`config.mk`:
```
export PLATFORM = sky130hd
export DESIGN_NAME = ssfll_core
export DESIGN_NICKNAME = d
export VERILOG_FILES = /design/src/shared/ssfll_pkg.sv /design/src/logic/ssfll_core.sv
export SDC_FILE = /design/constraint.sdc
export NUM_CORES = 1
export LEC_CHECK = 0
export BUFFER_PORTS_ARGS = -buffer_cell sky130_fd_sc_hd__buf_2
export CAP_MARGIN = 40
export CORE_AREA = 2 2 127 129
export DETAILED_ROUTE_END_ITERATION = 16
export DIE_AREA = 0 0 129 131
export PLACE_DENSITY_LB_ADDON = 0.05
export SYNTH_ARGS = -nofsm -noshare
export SYNTH_HDL_FRONTEND = slang
export SYNTH_SLANG_ARGS = --single-unit
```
`constraint.sdc`:
```
create_clock -name ref_clk -period 3.1 [get_ports ref_clk]
set_clock_uncertainty 0.2 [all_clocks]
set_input_delay 0.62 -clock ref_clk [delete_from_list [all_inputs] [get_ports ref_clk]]
set_output_delay 0.62 -clock ref_clk [all_outputs]
set_load 0.005 [all_outputs]
```
`src/shared/ssfll_pkg.sv`:
```
// constants and carrier types for the spindle speed loop and pwm timing
package ssfll_pkg;

	// =========================================================
	// timebase
	localparam int CLK_PERIOD_NS = 25;
	localparam int WIN_DELAY_NS = 6400;
	localparam int MIN_ON_00_NS = 5900;
	localparam int MIN_ON_01_NS = 1400;
	localparam int MIN_ON_10_NS = 12000;
	localparam int MIN_ON_11_NS = 5210;
	localparam int TMR_W = 9;
	localparam logic [TMR_W-1:0] WIN_DELAY_CYC =
		TMR_W'((WIN_DELAY_NS + CLK_PERIOD_NS - 1) / CLK_PERIOD_NS);
	localparam logic [TMR_W-1:0] MIN_ON_00_CYC =
		TMR_W'((MIN_ON_00_NS + CLK_PERIOD_NS - 1) / CLK_PERIOD_NS);
	localparam logic [TMR_W-1:0] MIN_ON_01_CYC =
		TMR_W'((MIN_ON_01_NS + CLK_PERIOD_NS - 1) / CLK_PERIOD_NS);
	localparam logic [TMR_W-1:0] MIN_ON_10_CYC =
		TMR_W'((MIN_ON_10_NS + CLK_PERIOD_NS - 1) / CLK_PERIOD_NS);
	localparam logic [TMR_W-1:0] MIN_ON_11_CYC =
		TMR_W'((MIN_ON_11_NS + CLK_PERIOD_NS - 1) / CLK_PERIOD_NS);

	// =========================================================
	// speed loop dividers and counter widths
	localparam logic [2:0] REF_DIV_LAST = 3'h4;
	localparam logic [5:0] COARSE_SUB_LAST = 6'h3F;
	localparam logic [1:0] FINE_SUB_LAST = 2'h3;
	localparam logic [1:0] TACH_DIV_LAST = 2'h2;
	localparam logic [2:0] ELEC_DIV = 3'h1;
	localparam logic [2:0] MECH_DIV_8P = 3'h4;
	localparam logic [2:0] MECH_DIV_12P = 3'h6;
	localparam int COARSE_W = 12;
	localparam int FINE_W = 11;

	// =========================================================
	// register indices; byte address is four times the index
	localparam int ADDR_W = 8;
	localparam int IDX_W = 5;
	localparam logic [IDX_W-1:0] REG_SPIN_IDX = 5'h02;
	localparam logic [IDX_W-1:0] REG_OPT_IDX = 5'h03;
	localparam logic [IDX_W-1:0] REG_COARSE_IDX = 5'h04;
	localparam logic [IDX_W-1:0] REG_SPLIT_IDX = 5'h05;
	localparam logic [IDX_W-1:0] REG_FINE_IDX = 5'h06;
	localparam logic [IDX_W-1:0] REG_PUMP_IDX = 5'h08;
	localparam logic [IDX_W-1:0] REG_SLEW_IDX = 5'h0B;
	localparam logic [IDX_W-1:0] REG_STATUS_IDX = 5'h10;
	localparam logic [7:0] REG_RESET = 8'h00;

	// =========================================================
	// field positions
	localparam int CYCLE_TYPE_BIT = 5;
	localparam int PWM_MODE_BIT = 6;
	localparam int FB_SOURCE_BIT = 7;
	localparam int ON_TIME_HI_BIT = 1;
	localparam int ON_TIME_LO_BIT = 2;
	localparam int POLE12_BIT = 3;
	localparam int CHOP_SLOPE_BIT = 0;
	localparam int PUMP_CURRENT_BIT = 1;
	localparam int SOURCE_FORCE_BIT = 6;
	localparam int SINK_FORCE_BIT = 7;
	localparam int COM_SLOPE_BIT = 3;

	// =========================================================
	// carriers
	typedef struct packed {
		logic zeroCross;
		logic currentTrip;
		logic offTimeDone;
		logic indexPulse;
		logic commutationTach;
	} ssfll_pins_type;

	typedef struct packed {
		logic pumpSourceOn;
		logic pumpSinkOn;
		logic pumpCurrentHigh;
		logic highSideOn;
		logic zcWindowOpen;
		logic commutationSlowSlew;
		logic chopFastSlew;
		logic linearMode;
	} ssfll_drive_type;

endpackage

```
`src/logic/ssfll_core.sv`:
```
// spindle speed loop counters, charge pump pulses, pwm on-time and window
//
// Notes on behaviour
// - window opens 6.4 us after turn-on
// - short on-time: window opens just before turn-off
// - two bits select one of four minimum on-times
// - minimum on-time counted from internal clock
// - commutation slew bit: slow when set in pwm mode
// - chopping slew bit: fast when set in pwm mode
// - reference clock divided by five
// - 12-bit coarse counter, every 64 ticks, stops
// - 11-bit fine counter, every 4 ticks
// - reload values split across three registers
// - each feedback pulse loads coarse counter
// - coarse zero loads and starts fine counter
// - fine counts past zero to negated reload
// - fine zero crossing ends reference period
// - early feedback gives down pulse of difference
// - late feedback gives up pulse of difference
// - pulse width limited by fine reload
// - up drives source, down drives sink
// - test bits force source and sink
// - one bit selects pump current magnitude
// - feedback prescaled by one, four or six
// - comparison holds for any feedback timing
// - mode bit selects pwm or linear control
// - feedback from tach divided by three or index
`timescale 1ns/1ps
`default_nettype none

module ssfll_core
	import ssfll_pkg::*;
(
	input wire logic ref_clk,
	input wire logic rst,
	input wire logic hsel,
	input wire logic [ADDR_W-1:0] haddr,
	input wire logic [1:0] htrans,
	input wire logic hwrite,
	input wire logic [2:0] hsize,
	input wire logic [31:0] hwdata,
	input wire logic hready,
	output logic hreadyout,
	output logic hresp,
	output logic [31:0] hrdata,
	input wire ssfll_pins_type pinsIn,
	output ssfll_drive_type drive
);

	// =========================================================
	// types and state
	typedef enum logic [1:0] {
		FLL_IDLE,
		FLL_COARSE,
		FLL_FINE,
		FLL_STOP
	} ssfll_fll_type;

	typedef enum logic [1:0] {
		PWM_OFF,
		PWM_ON,
		PWM_LAST
	} ssfll_pwm_type;

	ssfll_fll_type fllState_q;
	ssfll_pwm_type pwmState_q;
	logic [7:0] regFile_q [16];
	logic wrPend_q;
	logic [IDX_W-1:0] wrIdx_q;
	logic [31:0] rdData_q;
	ssfll_pins_type syncA_q;
	ssfll_pins_type syncB_q;
	ssfll_pins_type prev_q;
	logic [2:0] refDiv_q;
	logic [5:0] sub_q;
	logic [1:0] tachDiv_q;
	logic [2:0] preCnt_q;
	logic [COARSE_W-1:0] coarseCnt_q;
	logic [FINE_W:0] fineCnt_q;
	logic [FINE_W-1:0] downCnt_q;
	logic [TMR_W-1:0] onTimer_q;
	logic zcSeen_q;
	ssfll_drive_type drive_q;

	// =========================================================
	// register decode
	function automatic logic isWritable(input logic [IDX_W-1:0] idx);
		case (idx)
			REG_SPIN_IDX, REG_OPT_IDX, REG_COARSE_IDX, REG_SPLIT_IDX,
			REG_FINE_IDX, REG_PUMP_IDX, REG_SLEW_IDX: isWritable = 1'b1;
			default: isWritable = 1'b0;
		endcase
	endfunction

	logic addrPhase;
	logic [IDX_W-1:0] addrIdx;
	logic [7:0] spinReg;
	logic [7:0] optReg;
	logic [7:0] pumpReg;
	logic [7:0] slewReg;
	logic [COARSE_W-1:0] coarseReload;
	logic [FINE_W-1:0] fineReload;
	logic [7:0] statusByte;
	logic [7:0] readByte;

	assign addrPhase = hsel && htrans[1] && hready;
	// word aligned: low two address bits are ignored
	assign addrIdx = haddr[IDX_W+1:2];
	assign spinReg = regFile_q[REG_SPIN_IDX[3:0]];
	assign optReg = regFile_q[REG_OPT_IDX[3:0]];
	assign pumpReg = regFile_q[REG_PUMP_IDX[3:0]];
	assign slewReg = regFile_q[REG_SLEW_IDX[3:0]];
	assign coarseReload = {regFile_q[REG_COARSE_IDX[3:0]],
		regFile_q[REG_SPLIT_IDX[3:0]][7:4]};
	assign fineReload = {regFile_q[REG_SPLIT_IDX[3:0]][2:0],
		regFile_q[REG_FINE_IDX[3:0]]};
	assign statusByte = {1'b0, fllState_q, drive_q.pumpSourceOn,
		drive_q.pumpSinkOn, drive_q.highSideOn, drive_q.zcWindowOpen,
		zcSeen_q};

	always_comb begin
		if (addrIdx == REG_STATUS_IDX) begin
			readByte = statusByte;
		end else if (isWritable(addrIdx)) begin
			readByte = regFile_q[addrIdx[3:0]];
		end else begin
			readByte = 8'h00;
		end
	end

	// =========================================================
	// ahb-lite slave: zero wait states, always okay
	assign hreadyout = 1'b1;
	assign hresp = 1'b0;
	assign hrdata = rdData_q;

	always_ff @(posedge ref_clk) begin
		if (rst) begin
			wrPend_q <= 1'b0;
			wrIdx_q <= '0;
		end else begin
			wrPend_q <= addrPhase && hwrite && isWritable(addrIdx);
			wrIdx_q <= addrIdx;
		end
	end

	// read data is latched in the address phase so it comes from a flop
	always_ff @(posedge ref_clk) begin
		if (rst) begin
			rdData_q <= 32'h0000_0000;
		end else if (addrPhase && !hwrite) begin
			rdData_q <= {24'h00_0000, readByte};
		end
	end

	// only the low byte is stored; upper lanes read back as zero
	always_ff @(posedge ref_clk) begin
		if (rst) begin
			for (int i = 0; i < 16; i++) begin
				regFile_q[i] <= REG_RESET;
			end
		end else if (wrPend_q) begin
			regFile_q[wrIdx_q[3:0]] <= hwdata[7:0];
		end
	end

	// =========================================================
	// pin synchronisers and edge detect
	always_ff @(posedge ref_clk) begin
		if (rst) begin
			syncA_q <= '0;
			syncB_q <= '0;
			prev_q <= '0;
		end else begin
			syncA_q <= pinsIn;
			syncB_q <= syncA_q;
			prev_q <= syncB_q;
		end
	end

	logic tachRise;
	logic indexRise;
	assign tachRise = syncB_q.commutationTach && !prev_q.commutationTach;
	assign indexRise = syncB_q.indexPulse && !prev_q.indexPulse;

	// =========================================================
	// feedback selection and prescaler
	logic tach3Pulse;
	logic [2:0] preDiv;
	logic fbPulse;

	assign tach3Pulse = tachRise && (tachDiv_q == TACH_DIV_LAST);

	always_ff @(posedge ref_clk) begin
		if (rst) begin
			tachDiv_q <= 2'h0;
		end else if (tachRise) begin
			tachDiv_q <= (tachDiv_q == TACH_DIV_LAST) ? 2'h0 :
				tachDiv_q + 2'h1;
		end
	end

	always_comb begin
		if (spinReg[CYCLE_TYPE_BIT]) begin
			preDiv = ELEC_DIV;
		end else if (optReg[POLE12_BIT]) begin
			preDiv = MECH_DIV_12P;
		end else begin
			preDiv = MECH_DIV_8P;
		end
	end

	always_ff @(posedge ref_clk) begin
		if (rst) begin
			preCnt_q <= 3'h0;
		end else if (tach3Pulse) begin
			preCnt_q <= (preCnt_q >= preDiv - 3'h1) ? 3'h0 :
				preCnt_q + 3'h1;
		end
	end

	// index input is already once per turn and bypasses the prescaler
	assign fbPulse = spinReg[FB_SOURCE_BIT] ? indexRise :
		(tach3Pulse && preCnt_q >= preDiv - 3'h1);

	// =========================================================
	// reference dividers
	logic freqTick;
	logic coarseTick;
	logic fineTick;

	assign freqTick = (refDiv_q == REF_DIV_LAST);
	assign coarseTick = freqTick && (sub_q == COARSE_SUB_LAST);
	assign fineTick = freqTick && (sub_q[1:0] == FINE_SUB_LAST);

	always_ff @(posedge ref_clk) begin
		if (rst) begin
			refDiv_q <= 3'h0;
		end else begin
			refDiv_q <= freqTick ? 3'h0 : refDiv_q + 3'h1;
		end
	end

	// restart the sub-divider on each feedback edge so every period
	// is measured from the same phase
	always_ff @(posedge ref_clk) begin
		if (rst) begin
			sub_q <= 6'h00;
		end else if (fbPulse) begin
			sub_q <= 6'h00;
		end else if (freqTick) begin
			sub_q <= sub_q + 6'h01;
		end
	end

	// =========================================================
	// coarse and fine period counters
	logic [FINE_W:0] fineStop;
	logic fineAtStop;
	logic fineNextStop;
	logic upPulse;
	logic downPulse;

	assign fineStop = (FINE_W+1)'(~{1'b0, fineReload} + 1'b1);
	assign fineAtStop = (fineCnt_q == fineStop);
	// stop on the tick that lands on the negated reload, so the up pulse
	// never runs longer than the fine reload
	assign fineNextStop = ((fineCnt_q - 1'b1) == fineStop);

	always_ff @(posedge ref_clk) begin
		if (rst) begin
			fllState_q <= FLL_IDLE;
			coarseCnt_q <= '0;
			fineCnt_q <= '0;
		end else if (fbPulse) begin
			fllState_q <= FLL_COARSE;
			coarseCnt_q <= coarseReload;
		end else begin
			case (fllState_q)
				FLL_COARSE: begin
					if (coarseCnt_q == '0) begin
						fllState_q <= FLL_FINE;
						fineCnt_q <= {1'b0, fineReload};
					end else if (coarseTick) begin
						coarseCnt_q <= coarseCnt_q - 1'b1;
					end
				end
				FLL_FINE: begin
					if (fineTick) begin
						if (fineAtStop) begin
							fllState_q <= FLL_STOP;
						end else begin
							fineCnt_q <= fineCnt_q - 1'b1;
							if (fineNextStop) begin
								fllState_q <= FLL_STOP;
							end
						end
					end
				end
				default: begin
					fllState_q <= fllState_q;
				end
			endcase
		end
	end

	// down: remaining reference time when feedback arrives early,
	// measured in fine ticks; an edge in the coarse range takes the
	// full fine reload as the largest pulse
	always_ff @(posedge ref_clk) begin
		if (rst) begin
			downCnt_q <= '0;
		end else if (fbPulse && fllState_q == FLL_COARSE) begin
			downCnt_q <= fineReload;
		end else if (fbPulse && fllState_q == FLL_FINE &&
				!fineCnt_q[FINE_W]) begin
			downCnt_q <= fineCnt_q[FINE_W-1:0];
		end else if (fineTick && downCnt_q != '0) begin
			downCnt_q <= downCnt_q - 1'b1;
		end
	end

	assign downPulse = (downCnt_q != '0);
	// up: from the fine zero crossing to the feedback edge, cut at stop
	assign upPulse = (fllState_q == FLL_FINE) &&
		(fineCnt_q[FINE_W] || fineCnt_q == '0);

	// =========================================================
	// pwm on-time, minimum on-time and zero-cross window
	logic pwmMode;
	logic [TMR_W-1:0] minOnCyc;
	logic minOnDone;
	logic delayDone;
	logic offRequest;

	assign pwmMode = spinReg[PWM_MODE_BIT];

	// fixed cycle counts: independent of the speed reference setting
	always_comb begin
		case ({optReg[ON_TIME_HI_BIT], optReg[ON_TIME_LO_BIT]})
			2'b00: minOnCyc = MIN_ON_00_CYC;
			2'b01: minOnCyc = MIN_ON_01_CYC;
			2'b10: minOnCyc = MIN_ON_10_CYC;
			default: minOnCyc = MIN_ON_11_CYC;
		endcase
	end

	assign minOnDone = (onTimer_q >= minOnCyc);
	assign delayDone = (onTimer_q >= WIN_DELAY_CYC);
	assign offRequest = syncB_q.currentTrip && minOnDone;

	always_ff @(posedge ref_clk) begin
		if (rst || !pwmMode) begin
			pwmState_q <= PWM_OFF;
		end else begin
			case (pwmState_q)
				PWM_OFF: begin
					if (syncB_q.offTimeDone) begin
						pwmState_q <= PWM_ON;
					end
				end
				PWM_ON: begin
					if (offRequest && delayDone) begin
						pwmState_q <= PWM_OFF;
					end else if (offRequest) begin
						pwmState_q <= PWM_LAST;
					end
				end
				default: begin
					pwmState_q <= PWM_OFF;
				end
			endcase
		end
	end

	// saturating timer; the largest count needed fits its width
	always_ff @(posedge ref_clk) begin
		if (rst || pwmState_q != PWM_ON) begin
			onTimer_q <= '0;
		end else if (onTimer_q != '1) begin
			onTimer_q <= onTimer_q + 1'b1;
		end
	end

	logic windowOpen;
	assign windowOpen = (pwmState_q == PWM_LAST) ||
		(pwmState_q == PWM_ON && delayDone && !zcSeen_q);

	always_ff @(posedge ref_clk) begin
		if (rst || pwmState_q == PWM_OFF) begin
			zcSeen_q <= 1'b0;
		end else if (windowOpen && syncB_q.zeroCross) begin
			zcSeen_q <= 1'b1;
		end
	end

	// =========================================================
	// registered pin drive
	always_ff @(posedge ref_clk) begin
		if (rst) begin
			drive_q <= '0;
		end else begin
			drive_q.pumpSourceOn <= upPulse ||
				pumpReg[SOURCE_FORCE_BIT];
			drive_q.pumpSinkOn <= downPulse ||
				pumpReg[SINK_FORCE_BIT];
			drive_q.pumpCurrentHigh <= pumpReg[PUMP_CURRENT_BIT];
			drive_q.highSideOn <= pwmState_q != PWM_OFF;
			drive_q.zcWindowOpen <= windowOpen;
			drive_q.commutationSlowSlew <= pwmMode &&
				slewReg[COM_SLOPE_BIT];
			drive_q.chopFastSlew <= pwmMode &&
				pumpReg[CHOP_SLOPE_BIT];
			drive_q.linearMode <= !pwmMode;
		end
	end

	assign drive = drive_q;

	logic unusedBits;
	assign unusedBits = ^{hsize, haddr[1:0], hwdata[31:8], syncB_q.offTimeDone};

endmodule

`default_nettype wire

```
== Yosys cells after proc, flatten, opt, wreduce, memory -nomap -nowiden ==
Memory sizes are Yosys's and may differ from the RTL's.
Cells that the tools add are included.
Word-level totals
  register bits: 96
  RAM bits: 128
  bits of input ports: 55
  logic and storage cells: 179
  memories kept: 1
Operators by class
  add/sub/neg operators: 10
  $lt $le $gt $ge: 3
  eq/ne operators: 32
  mux-type cells: 40
  bitwise logic cells: 2
  reductions and logical operators: 56
Memory list
  regFile_q: words 16, bits a word 8, rd ports 8, clocked after Yosys merged registers in 0, wr ports 16, RTL line ssfll_core.sv:67  | logic [7:0] regFile_q [16];
Operators with widths (number)
  $mux W12: 7
  $mux W11: 3
  $pmux W9 S3: 1
  $eq A12 B12 Y1: 2
  $logic_not A12 Y1: 2
  $mux W8: 3
  $pmux W12 S2: 1
  $sub A12 B1 Y12 const B: 2
  $logic_and A1 B1 Y1: 23
  $mux W2: 9
  $eq A5 B3 Y1 const B: 3
  $add A12 B1 Y12 const B: 1
  $ne A3 B3 Y1 const B: 4
  $not A11 Y12: 1
  $mux W1: 11
  $reduce_bool A11 Y1: 1
  $sub A11 B1 Y11 const B: 1
  $eq A2 B2 Y1 const B: 5
  $eq A5 B2 Y1 const B: 2
  $eq A5 B4 Y1 const B: 2
  $ne A2 B2 Y1 const B: 5
  $add A9 B1 Y9 const B: 1
  $ge A9 B9 Y1: 1
  $ge A9 B9 Y1 const B: 1
  other kinds (28): 51

== Depth between registers and ports, before layout ==
Gate-level depths: netlist of run 1.
An unclocked memory read counts as a cell.
  depth after elaboration: 11
  mapped depth: 11

== Worst setup path before layout of run 1 ==
No wires, ideal clock.
  path kind: register -> register
  from: memory regFile_q[3][3]
  to: register coarseCnt_q[2]
  setup time: 86 ps
  data arrival time: 2466 ps
  required time: 2814 ps
  slack: 349 ps
  cell stages (with the launch flop): 10
  buffers on the path: 2
  cells stage by stage: edfxtp_1 or2_2 ha_1 a21o_1 a21o_1 a21oi_2 clkbuf_1 clkbuf_1 nor2_1 a211oi_1
RTL lines
  start: declaration: RTL line ssfll_core.sv:67
  end signal: assignment: RTL line ssfll_core.sv:277  | coarseCnt_q <= coarseReload;
  end signal: assignment: RTL line ssfll_core.sv:285  | coarseCnt_q <= coarseCnt_q - 1'b1;
  end: declaration: RTL line ssfll_core.sv:78  | logic [COARSE_W-1:0] coarseCnt_q;

== Worst setup path after layout of run 1 ==
  from: register downCnt_q[0]
  to: register downCnt_q[1]
On the way
  longest elaborated chain between the ends: 4
RTL lines
  start: declaration: RTL line ssfll_core.sv:80  | logic [FINE_W-1:0] downCnt_q;
  start signal: assignment: RTL line ssfll_core.sv:314  | downCnt_q <= fineReload;
  start signal: assignment: RTL line ssfll_core.sv:317  | downCnt_q <= fineCnt_q[FINE_W-1:0];
  start signal: assignment: RTL line ssfll_core.sv:319  | downCnt_q <= downCnt_q - 1'b1;
  $sub A11 B1 Y11: RTL line ssfll_core.sv:319
  $mux W11: RTL line ssfll_core.sv:318  | end else if (fineTick && downCnt_q != '0) begin
  $mux W11: RTL line ssfll_core.sv:315  | end else if (fbPulse && fllState_q == FLL_FINE &&
  $mux W11: RTL line ssfll_core.sv:313  | end else if (fbPulse && fllState_q == FLL_COARSE) begin
Several ways; a longest one is shown, not always the timed one. The select of a mux whose other input is x is not followed.
A chain may end at the register's enable or synchronous reset.

==> impl_metrics.py, run 1 <==
metrics = {
    "status": {
        "outcome": "finished, final reports clean",
    },
    "worst_setup_path": {
        "cp_max_fo": 10,
        "regToRegStartpoint": "downCnt_q[0]",
        "worstSetupEndpointType": "flip-flop",
        "arrival_ps": 3020,
        "path_class": "flip-flop to flip-flop",
        "r2r.worst_path.cells": 8,
        "cp.required_ps": 3200,
        "max_stage_delay_ps": 530,
        "crit_buf_inv": 1,
        "critical_path.top_delay_family": "compound AO/OA/AOI/OAI gates",
        "r2r_slack_ps": 180,
        "crit_slowest_cell": "or4b_4",
        "timing.rr.end": "downCnt_q[1]",
        "path_cells": "inv_1, ha_1, or3b_4, or4b_4, o41a_1, o21bai_4, o31ai_1, a211oi_1",
        "start_kind": "flip-flop",
    },
    "sta": {
        "finalSetupViolCount": 0,
        "maxSlewViolCount": 0,
        "hold_ws_ps": 193,
        "rsz0062_at_grt": "no",
        "max_slew_margin": 0.572,
        "tns_ps": 0,
        "max_freq_ghz": 0.342,
        "hold_viol": 0,
        "fin_crit_sh": 0.942,
        "post-route-min-period_ps": 2920,
        "tightest_slew_ps": 636,
    },
    "cells_and_area": {
        "fill_cells": 1299,
        "layout_common_cells": "dfxtp_1 (96), nor2_1 (92), and2_1 (70), edfxtp_1 (65), nand2_1 (58)",
        "stdcell_area_um2": 9920,
        "drive_gt1_frac": 0.161,
        "mostFrequentLayoutCell": "dfxtp_1",
        "syn_to_final_growth_pct": 11.5,
        "nets": 1050,
        "diodes": 0,
    },
    "floorplanning": {
        "start_util": 0.571,
        "die_h_um": 131,
        "die-area_um2": 16900,
        "die_x_um": 129,
        "rows": 46,
        "core_area_um2": 15600,
        "io_pins": 97,
    },
    "grt": {
        "grt_max_degree": 42,
        "grt_pass1_wl_mm": 35.1,
        "grt_overflow_total": 0,
        "grt_usage": 0.272,
        "antenna_found_initial": 0,
        "first_global_vias": 6720,
    },
    "clock_network": {
        "postCtsHoldBufs": 0,
        "clk_latency_ps": 430,
        "cts_sinks": 161,
        "numCtsBuffers": 17,
        "cts_buffer_depth": 2,
        "cts_resized": 0,
        "cts.clk_slew.worst_paths_ps": 60,
        "cts_setup_buffers": 0,
        "cts_tree": "done",
        "cts_htree_levels": 4,
        "clockRootBuffer": "clkbuf_16",
    },
    "worst_hold_path": {
        "min_path_cells": 2,
        "min_from": "pinsIn[0]",
        "worstHoldEndpoint": "syncA_q[0]",
        "hp-class": "input port to flip-flop",
    },
    "synthesis": {
        "synth_area_um2": 8900,
        "synth.avg_cell_area_um2": 9.52,
        "ys_seq_area_frac": 0.435,
        "syn-instance-count": 935,
        "synthFlopType": "dfxtp_1",
        "synthTopCellsByArea": "edfxtp_1 (22%), dfxtp_1 (22%), and2_1 (4.9%)",
        "async_flop_share": 0,
        "ys_warn_count": 0,
        "ys_types": 78,
        "synth_edf_count": 65,
        "synth.top_cell.area_share": 0.219,
        "yosys_register_bits": 161,
        "yosys.area.top_type": "edfxtp_1",
    },
    "routing": {
        "post_drt_wl_per_cell_um": 18.4,
        "drt-total-wl_mm": 22.1,
        "route.detailed.drc": 0,
        "ant_nets": 0,
        "vias_per_cell": 5.80,
        "dr_total_vias": 6964,
        "drt_pass1_iterations": 6,
        "drtIter0Drc": 548,
    },
    "place": {
        "hpwl_mm": 15.8,
        "placed_cell_area_um2": 9310,
        "io_buffers": 39,
        "globalplace.congestion": 0.900,
    },
    "run": {
        "cap_viol_max_count": 0,
    },
    "pwr": {
        "irDropWorstVdd_v": 0.000411,
        "power.leakage_nw": 3.97,
        "report.power.total_mw": 4.81,
        "power.density_nw_per_um2": 484,
    },
}
==> per-stage QoR <==
stage / utilization / cells / worst slack, ps
CTS: 0.636 / 1201 / 198
global route: 0.636 / 1201 / 52.6
finish: 0.636 / 1201 / 179
floorplan: - / 959 / 349
detailed placement: 0.597 / 1169 / 187
global placement: 0.595 / 1166 / 137
==> report_power, final <==
| group | internal, mW | total [mW] | switching [mW] |
|---|---|---|---|
| clock network | 1.35 | 2.21 | 0.863 |
| logic | 0.122 | 0.321 | 0.199 |
| registers | 2.24 | 2.27 | 0.0337 |
| total | 3.71 | 4.81 | 1.10 |
==> flip-flops by register name, indices dropped and copies added (netlist names), 5 cells and up <==
signal	count
sub_q	6
syncB_q	5
downCnt_q	11
coarseCnt_q	12
fineCnt_q	12
onTimer_q	9
regFile_q	65
hrdata	8
drive	8
syncA_q	5
==> cell usage after synthesis, drive strengths merged, types with 13 or more instances <==
| cell type | instances |
|---|---|
| xor2 | 23 |
| buf | 42 |
| nand2 | 59 |
| xnor2 | 45 |
| a21oi | 31 |
| nand3 | 15 |
| clkbuf | 42 |
| nor2 | 92 |
| dfxtp | 96 |
| nor4 | 13 |
| inv | 24 |
| o211ai | 15 |
| o22ai | 17 |
| edfxtp | 65 |
| o21ai | 35 |
| ha | 23 |
| nor3 | 36 |
| and2 | 70 |
| nor2b | 23 |
==> cell families (layout without fill, tap and decap cells) <==
group | count (synthesis) | after routing | synth area share
AND/OR/NAND/NOR | 373 | 373 | 0.229
AO/OA/AOI/OAI | 172 | 172 | 0.135
flip-flops | 161 | 161 | 0.435
buffers and inverters | 108 | 134 | 0.0597
XOR/XNOR | 68 | 68 | 0.0669
multiplexers | 28 | 28 | 0.0406
adder cells (fa/ha/maj) | 23 | 23 | 0.0323
other | 2 | 26 | 0.000844
==> how the worst max path moves through the flow <==
stage          depth (start not counted)       startpoint  slack [ps]        endpoint
6_report                               8     downCnt_q[0]         180    downCnt_q[1]
3_5_place_dp                           8     downCnt_q[0]         190    downCnt_q[5]
2_1_floorplan                          9  regFile_q[3][3]         350  coarseCnt_q[2]
3_3_place_gp                           8  regFile_q[3][3]         140    downCnt_q[4]
4_1_cts                                8     downCnt_q[0]         200    downCnt_q[5]
5_1_grt                                8     downCnt_q[0]          50    downCnt_q[2]
==> area by class of cell <==
type | instances | area, µm² | area share
Tap cell | 216 | 270 | 0.0272
Multi-Input combinational cell | 690 | 4590 | 0.462
Timing Repair Buffer | 78 | 487 | 0.0490
Clock buffer | 19 | 433 | 0.0436
Inverter | 24 | 90.1 | 0.00908
Sequential cell | 161 | 3870 | 0.390
Clock inverter | 13 | 183 | 0.0184
==> per-layer routing <==
| metal | vias up | global-route usage | part of all wire |
|---|---|---|---|
| li1 | 3336 | - | - |
| met1 | 3364 | 0.350 | 0.44 |
| met2 | 230 | 0.455 | 0.49 |
| met3 | 34 | 0.0574 | 0.051 |
| met4 | 0 | 0.102 | 0.025 |
| met5 | - | 0 | 0 |
No activity file was read; power rests on OpenSTA's default activity.
==> inputs of run 2 (changes only) <==
--- a/config.mk
+++ b/config.mk
@@ -11,6 +11,7 @@
 export DETAILED_ROUTE_END_ITERATION = 16
 export DIE_AREA = 0 0 129 131
 export PLACE_DENSITY_LB_ADDON = 0.05
+export RECOVER_POWER = 50
 export SYNTH_ARGS = -nofsm -noshare
 export SYNTH_HDL_FRONTEND = slang
 export SYNTH_SLANG_ARGS = --single-unit
==> run 2 against run 1 <==
Compared with the run above:
- the flow now finishes with violations (max-capacitance violations, max-slew violations)
- power is essentially flat
- final area shrank 0.25%
- combinational power barely moved
- clock power hardly changed
- global-route usage unchanged
- largest power group unchanged
==> impl_metrics.py, run 2 (synthesis results as in run 1) <==
metrics = {
    "place": {
        "place_worst_setup_slack_ps": 187,
        "io_buffers": 39,
        "globalplace.congestion": 0.900,
        "placed_cell_area_um2": 9310,
        "placed_cells": 1169,
        "hpwl_mm": 15.8,
    },
    "routing": {
        "route.detailed.drc": 0,
        "post_drt_wl_per_cell_um": 18.3,
        "vias_per_cell": 5.79,
        "drt-total-wl_mm": 22.0,
        "top_layer_used": "met4",
        "wl_met1_mm": 9.66,
        "drt_pass1_iterations": 5,
        "drtIter0Drc": 579,
        "dr_total_vias": 6957,
        "met2WireLength_mm": 10.6,
        "wl_met3_mm": 1.18,
        "ant_nets": 0,
    },
    "cells_and_area": {
        "fill_cells": 1308,
        "diodes": 0,
        "stdcell_area_um2": 9900,
        "nets": 1050,
        "syn_to_final_growth_pct": 11.2,
        "largest_reg_flops": 65,
        "layout_common_cells": "dfxtp_1 (96), nor2_1 (92), edfxtp_1 (65), nand2_1 (58), xnor2_1 (45)",
        "fin_cells": 1201,
        "regMostFlops": "regFile_q",
        "mostFrequentLayoutCell": "dfxtp_1",
        "largestRegisters": "regFile_q x65, coarseCnt_q x12, fineCnt_q x12",
        "drive_gt1_frac": 0.151,
    },
    "worst_setup_path": {
        "cp.required_ps": 3210,
        "arrival_ps": 3040,
        "start_kind": "flip-flop",
        "r2r_slack_ps": 170,
        "path_class": "flip-flop to flip-flop",
        "cp_max_fo": 10,
        "worstSetupEndpointType": "flip-flop",
    },
    "sta": {
        "max_slew_margin": -0.0792,
        "hold_viol": 0,
        "max_freq_ghz": 0.342,
        "rsz0062_at_grt": "no",
        "maxSlewViolCount": 33,
        "tns_ps": 0,
        "finalSetupViolCount": 0,
        "post-route-min-period_ps": 2930,
        "hold_ws_ps": 194,
        "worst_slack_ps": 172,
        "tightest_slew_ps": 1620,
        "fin_crit_sh": 0.944,
    },
    "pwr": {
        "pwr-share-clk": 0.460,
        "combPwrFrac": 0.066,
        "swShare": 0.228,
        "p_seq_frac": 0.474,
        "p_switching_mw": 1.09,
        "intPower_mw": 3.71,
        "power.leakage_nw": 3.90,
        "irDropWorstVdd_v": 0.000411,
        "power.density_nw_per_um2": 485,
    },
    "clock_network": {
        "cts.clk_slew.worst_paths_ps": 60,
        "cts_buffer_depth": 2,
        "clockRootBuffer": "clkbuf_16",
        "cts_htree_levels": 4,
        "cts_sinks": 161,
        "cts_resized": 0,
        "numCtsBuffers": 17,
        "cts_setup_buffers": 0,
        "clk_latency_ps": 430,
        "cts_tree": "done",
        "postCtsHoldBufs": 0,
    },
    "worst_hold_path": {
        "hp-class": "input port to flip-flop",
    },
    "grt": {
        "first_global_vias": 6720,
        "grt_max_degree": 42,
        "antenna_found_initial": 0,
        "grt_usage": 0.272,
        "grt_pass1_wl_mm": 35.1,
        "grt_overflow_total": 0,
    },
    "floorplanning": {
        "start_util": 0.571,
        "die-area_um2": 16900,
        "die_x_um": 129,
        "rows": 46,
        "core_area_um2": 15600,
        "die_h_um": 131,
        "io_pins": 97,
    },
    "run": {
        "cap_viol_max_count": 1,
    },
    "status": {
        "violations": "max-capacitance violations, max-slew violations",
        "outcome": "finished, violations left",
    },
}
==> run 2: cell type report <==
cell class	instances	area, µm²	area share
well taps	216	270	0.0273
repair buffers	78	462	0.0466
flip-flops and latches	161	3870	0.391
clock buffers	19	433	0.0437
multi-input cells	690	4590	0.463
clock inverters	13	183	0.0185
inverters	24	90.1	0.00910
==> run 2: path summary, 6_finish.rpt <==
kind / from / to / cells after the start
setup / recovery: downCnt_q[0] / downCnt_q[5] / 8
hold / removal: pinsIn[0] / syncA_q[0] / 2
setup reg to reg: downCnt_q[0] / downCnt_q[5] / 8
hold reg to reg: syncA_q[1] / syncB_q[1] / 1
==> run 2: power by group through the flow <==
stage,Combinational [mW],Sequential (mW),Clock (mW)
after floorplan,0.244,2.31,0
after global placement,0.308,2.32,0
after detailed placement,0.316,2.32,0
after CTS,0.318,2.27,2.24
after global routing,0.351,2.28,2.33
final,0.319,2.27,2.21
==> run 2: per-layer routing <==
| layer | GRT usage | vias up |
|---|---|---|
| met3 | 0.0574 | 42 |
| met5 | 0 | - |
| met1 | 0.350 | 3352 |
| met2 | 0.455 | 228 |
| li1 | - | 3335 |
| met4 | 0.102 | 0 |
==> run 2: worst max-delay path, stage by stage, from the launching register on <==
cell and delay, ps:
dfxtp_1 330, inv_1 60, ha_1 170, or3b_4 400, or4b_4 530, o41a_1 490, o21bai_4 300, o31ai_1 250
a21oi_1 60
==> run 2: stage by stage <==
| stage | power [mW] | util |
|---|---|---|
| floorplan | 2.55 | - |
| global placement | 2.63 | 0.595 |
| detailed placement | 2.64 | 0.597 |
| CTS | 4.83 | 0.636 |
| global route | 4.96 | 0.635 |
| finish | 4.80 | 0.635 |
==> inputs of run 3 (changes only) <==
--- a/config.mk
+++ b/config.mk
@@ -5,11 +5,13 @@
 export SDC_FILE = /design/constraint.sdc
 export NUM_CORES = 1
 export LEC_CHECK = 0
+export ABC_AREA = 1
 export BUFFER_PORTS_ARGS = -buffer_cell sky130_fd_sc_hd__buf_2
 export CAP_MARGIN = 40
-export CORE_AREA = 2 2 127 129
+export CORE_AREA = 2 2 96 167
 export DETAILED_ROUTE_END_ITERATION = 16
-export DIE_AREA = 0 0 129 131
+export DIE_AREA = 0 0 98 169
+export GPL_TIMING_DRIVEN = 0
 export PLACE_DENSITY_LB_ADDON = 0.05
 export RECOVER_POWER = 50
 export SYNTH_ARGS = -nofsm -noshare
==> run 3 against run 2 <==
Compared with the run above:
- the flow now finishes without violations
- critical path depth up 8
- final area down 1.3%
- non-clock buffer count is 25 higher
- combinational power grew 130%
- via count rose by 14%
- clock power decreased by 5%
- worst hold slack worse by 12 ps
- synthesized area decreased by 2.6%
- sequential share of layout area grew 0.19 points
==> impl_metrics.py, run 3 <==
metrics = {
    "status": {
        "outcome": "finished, final reports clean",
    },
    "grt": {
        "grt_pass1_wl_mm": 39.0,
        "grt_usage": 0.306,
        "grt_max_degree": 19,
        "antenna_found_initial": 0,
        "grt_overflow_total": 0,
        "first_global_vias": 7652,
    },
    "worst_setup_path": {
        "path_cells": "inv_2, ha_1, inv_1, nor2_1, nand3_1, o21ai_1, nand2_1, nand2_1, nand2_1, nor2_1, nand4_1, nand2_1, inv_1, clkbuf_4, o21ai_0, nor2_1",
        "cp_max_fo": 10,
        "start_kind": "flip-flop",
        "cp.required_ps": 3200,
        "timing.rr.end": "fineCnt_q[11]",
        "max_stage_delay_ps": 450,
        "path_common_cell": "nand2_1",
        "crit_buf_inv": 4,
        "path_class": "flip-flop to flip-flop",
        "crit_end": "fineCnt_q[11]",
        "regToRegStartpoint": "regFile_q[6][1]",
        "r2r.worst_path.cells": 16,
        "critical_path.top_delay_family": "simple AND/OR/NAND/NOR gates",
        "cp-startpoint": "regFile_q[6][1]",
        "arrival_ps": 2970,
        "crit_slowest_cell": "edfxtp_1",
        "cp_num_cells": 16,
        "worstSetupEndpointType": "flip-flop",
        "r2r_slack_ps": 230,
    },
    "synthesis": {
        "ys_top_cells_by_count": "nand2_1 (257), nor2_1 (197), inv_1 (125)",
        "ys_types": 45,
        "synth.top_cell.area_share": 0.222,
        "synth.avg_cell_area_um2": 7.45,
        "syn-instance-count": 1164,
        "synth_area_um2": 8670,
        "synthFlopType": "dfxtp_1",
        "yosys_register_bits": 160,
        "synth_edf_count": 64,
        "ys_seq_area_frac": 0.443,
        "yosys.area.top_type": "dfxtp_1",
        "synthTopCellsByArea": "dfxtp_1 (22%), edfxtp_1 (22%), nand2_1 (11%)",
        "ys_warn_count": 0,
        "yosysMostFrequentCell": "nand2_1",
        "async_flop_share": 0,
    },
    "pwr": {
        "power.density_nw_per_um2": 523,
        "power.leakage_nw": 4.50,
        "irDropWorstVdd_v": 0.000412,
    },
    "routing": {
        "ant_nets": 0,
        "drt-total-wl_mm": 24.8,
        "drtIter0Drc": 520,
        "vias_per_cell": 5.49,
        "post_drt_wl_per_cell_um": 17.1,
        "route.detailed.drc": 0,
        "dr_total_vias": 7930,
        "drt_pass1_iterations": 8,
    },
    "floorplanning": {
        "die_h_um": 169,
        "io_pins": 97,
        "start_util": 0.569,
        "rows": 60,
        "die_x_um": 98,
        "core_area_um2": 15200,
        "die-area_um2": 16600,
    },
    "cells_and_area": {
        "mostFrequentLayoutCell": "nand2_1",
        "drive_gt1_frac": 0.0945,
        "utilization": 0.641,
        "regMostFlops": "regFile_q",
        "largestRegisters": "regFile_q x64, coarseCnt_q x12, fineCnt_q x12",
        "largest_reg_flops": 64,
        "layout_common_cells": "nand2_1 (257), nor2_1 (197), inv_1 (124), dfxtp_1 (96), a21oi_1 (67)",
        "syn_to_final_growth_pct": 12.7,
        "diodes": 0,
        "nets": 1324,
    },
    "sta": {
        "finalSetupViolCount": 0,
        "max_slew_margin": 0.537,
        "tns_ps": 0,
        "fin_crit_sh": 0.927,
        "hold_viol": 0,
        "post-route-min-period_ps": 2870,
        "rsz0062_at_grt": "no",
        "maxSlewViolCount": 0,
        "max_freq_ghz": 0.348,
        "tightest_slew_ps": 694,
    },
    "clock_network": {
        "cts_buffer_depth": 2,
        "cts_sinks": 160,
        "clockRootBuffer": "clkbuf_16",
        "cts_tree": "done",
        "cts.clk_slew.worst_paths_ps": 80,
        "numCtsBuffers": 17,
        "cts_htree_levels": 4,
        "clk_latency_ps": 430,
        "postCtsHoldBufs": 0,
    },
    "place": {
        "hpwl_mm": 19.3,
        "globalplace.congestion": 0.956,
        "io_buffers": 38,
    },
    "worst_hold_path": {
        "min_path_cells": 3,
        "hp-class": "input port to flip-flop",
    },
    "run": {
        "cap_viol_max_count": 0,
    },
}
==> run 3: cell count changes after synthesis, sizes merged, moves of 12 or more <==
cell,delta
a21oi,+36
xnor2,-37
nor2,+110
nor3,-20
inv,+103
clkbuf,-15
and2,-70
o21ai,+47
nor2b,-23
nand3,+48
o22ai,-14
xor2,-14
mux2,-12
nand2,+201
==> run 3: cell type report <==
cell class | instances | area, µm²
Fill cell | 1419 | 5470
Multi-Input combinational cell | 832 | 4060
Sequential cell | 160 | 3840
Inverter | 132 | 500
Clock buffer | 17 | 425
Buffer | 64 | 364
Tap cell | 186 | 233
Timing Repair Buffer | 39 | 185
Clock inverter | 15 | 159
==> run 3: worst min path at each step <==
stage	slack, ps	endpoint	startpoint
floorplan	190	syncB_q[0]	syncA_q[0]
global placement	190	syncB_q[0]	syncA_q[0]
detailed placement	190	syncB_q[1]	syncA_q[1]
CTS	180	syncA_q[2]	pinsIn[2]
global route	180	syncA_q[4]	pinsIn[4]
finish	180	syncA_q[2]	pinsIn[2]
==> run 3: logic make-up (layout without fill, tap and decap cells) <==
family	count (synthesis)	in the layout	synth area share
simple gates	562	562	0.270
compound gates	204	204	0.136
buf+inv	196	267	0.0989
flops	160	160	0.443
fa+ha+maj	23	23	0.0332
xor+xnor	17	17	0.0172
other cells	2	26	0.000866
==> run 3: repair_timing <==
item	CTS	global route
gates resized for setup	0	4
buffers inserted	0	1
setup endpoints to repair	0	12
==> run 3: worst min-delay path: stages <==
cell    delay, ps
buf_2          80
inv_1          30
nor2_1         60
==> run 3: where the power goes <==
part / switching [mW] / internal [mW]
sequential: 0.0531 / 2.24
clock: 1.02 / 1.08
combinational: 0.489 / 0.232
==> run 3: routing by layer <==
metal,part of all wire,global-route usage,up-vias
li1,-,-,3936
met1,0.34,0.297,3595
met2,0.53,0.576,291
met3,0.046,0.0409,108
met4,0.078,0.225,0
met5,0,0,-
==> run 3: per-stage QoR <==
step	instance area, µm²	hold WS [ps]	cells	total power, mW	worst slack [ps]
5_1_grt	9770	184	1445	5.32	3.69
4_1_cts	9770	176	1444	5.13	83.8
3_3_place_gp	9190	191	1412	3.04	128
6_report	9770	182	1445	5.11	227
2_1_floorplan	8760	188	1188	2.84	596
3_5_place_dp	9190	194	1412	3.05	89.8
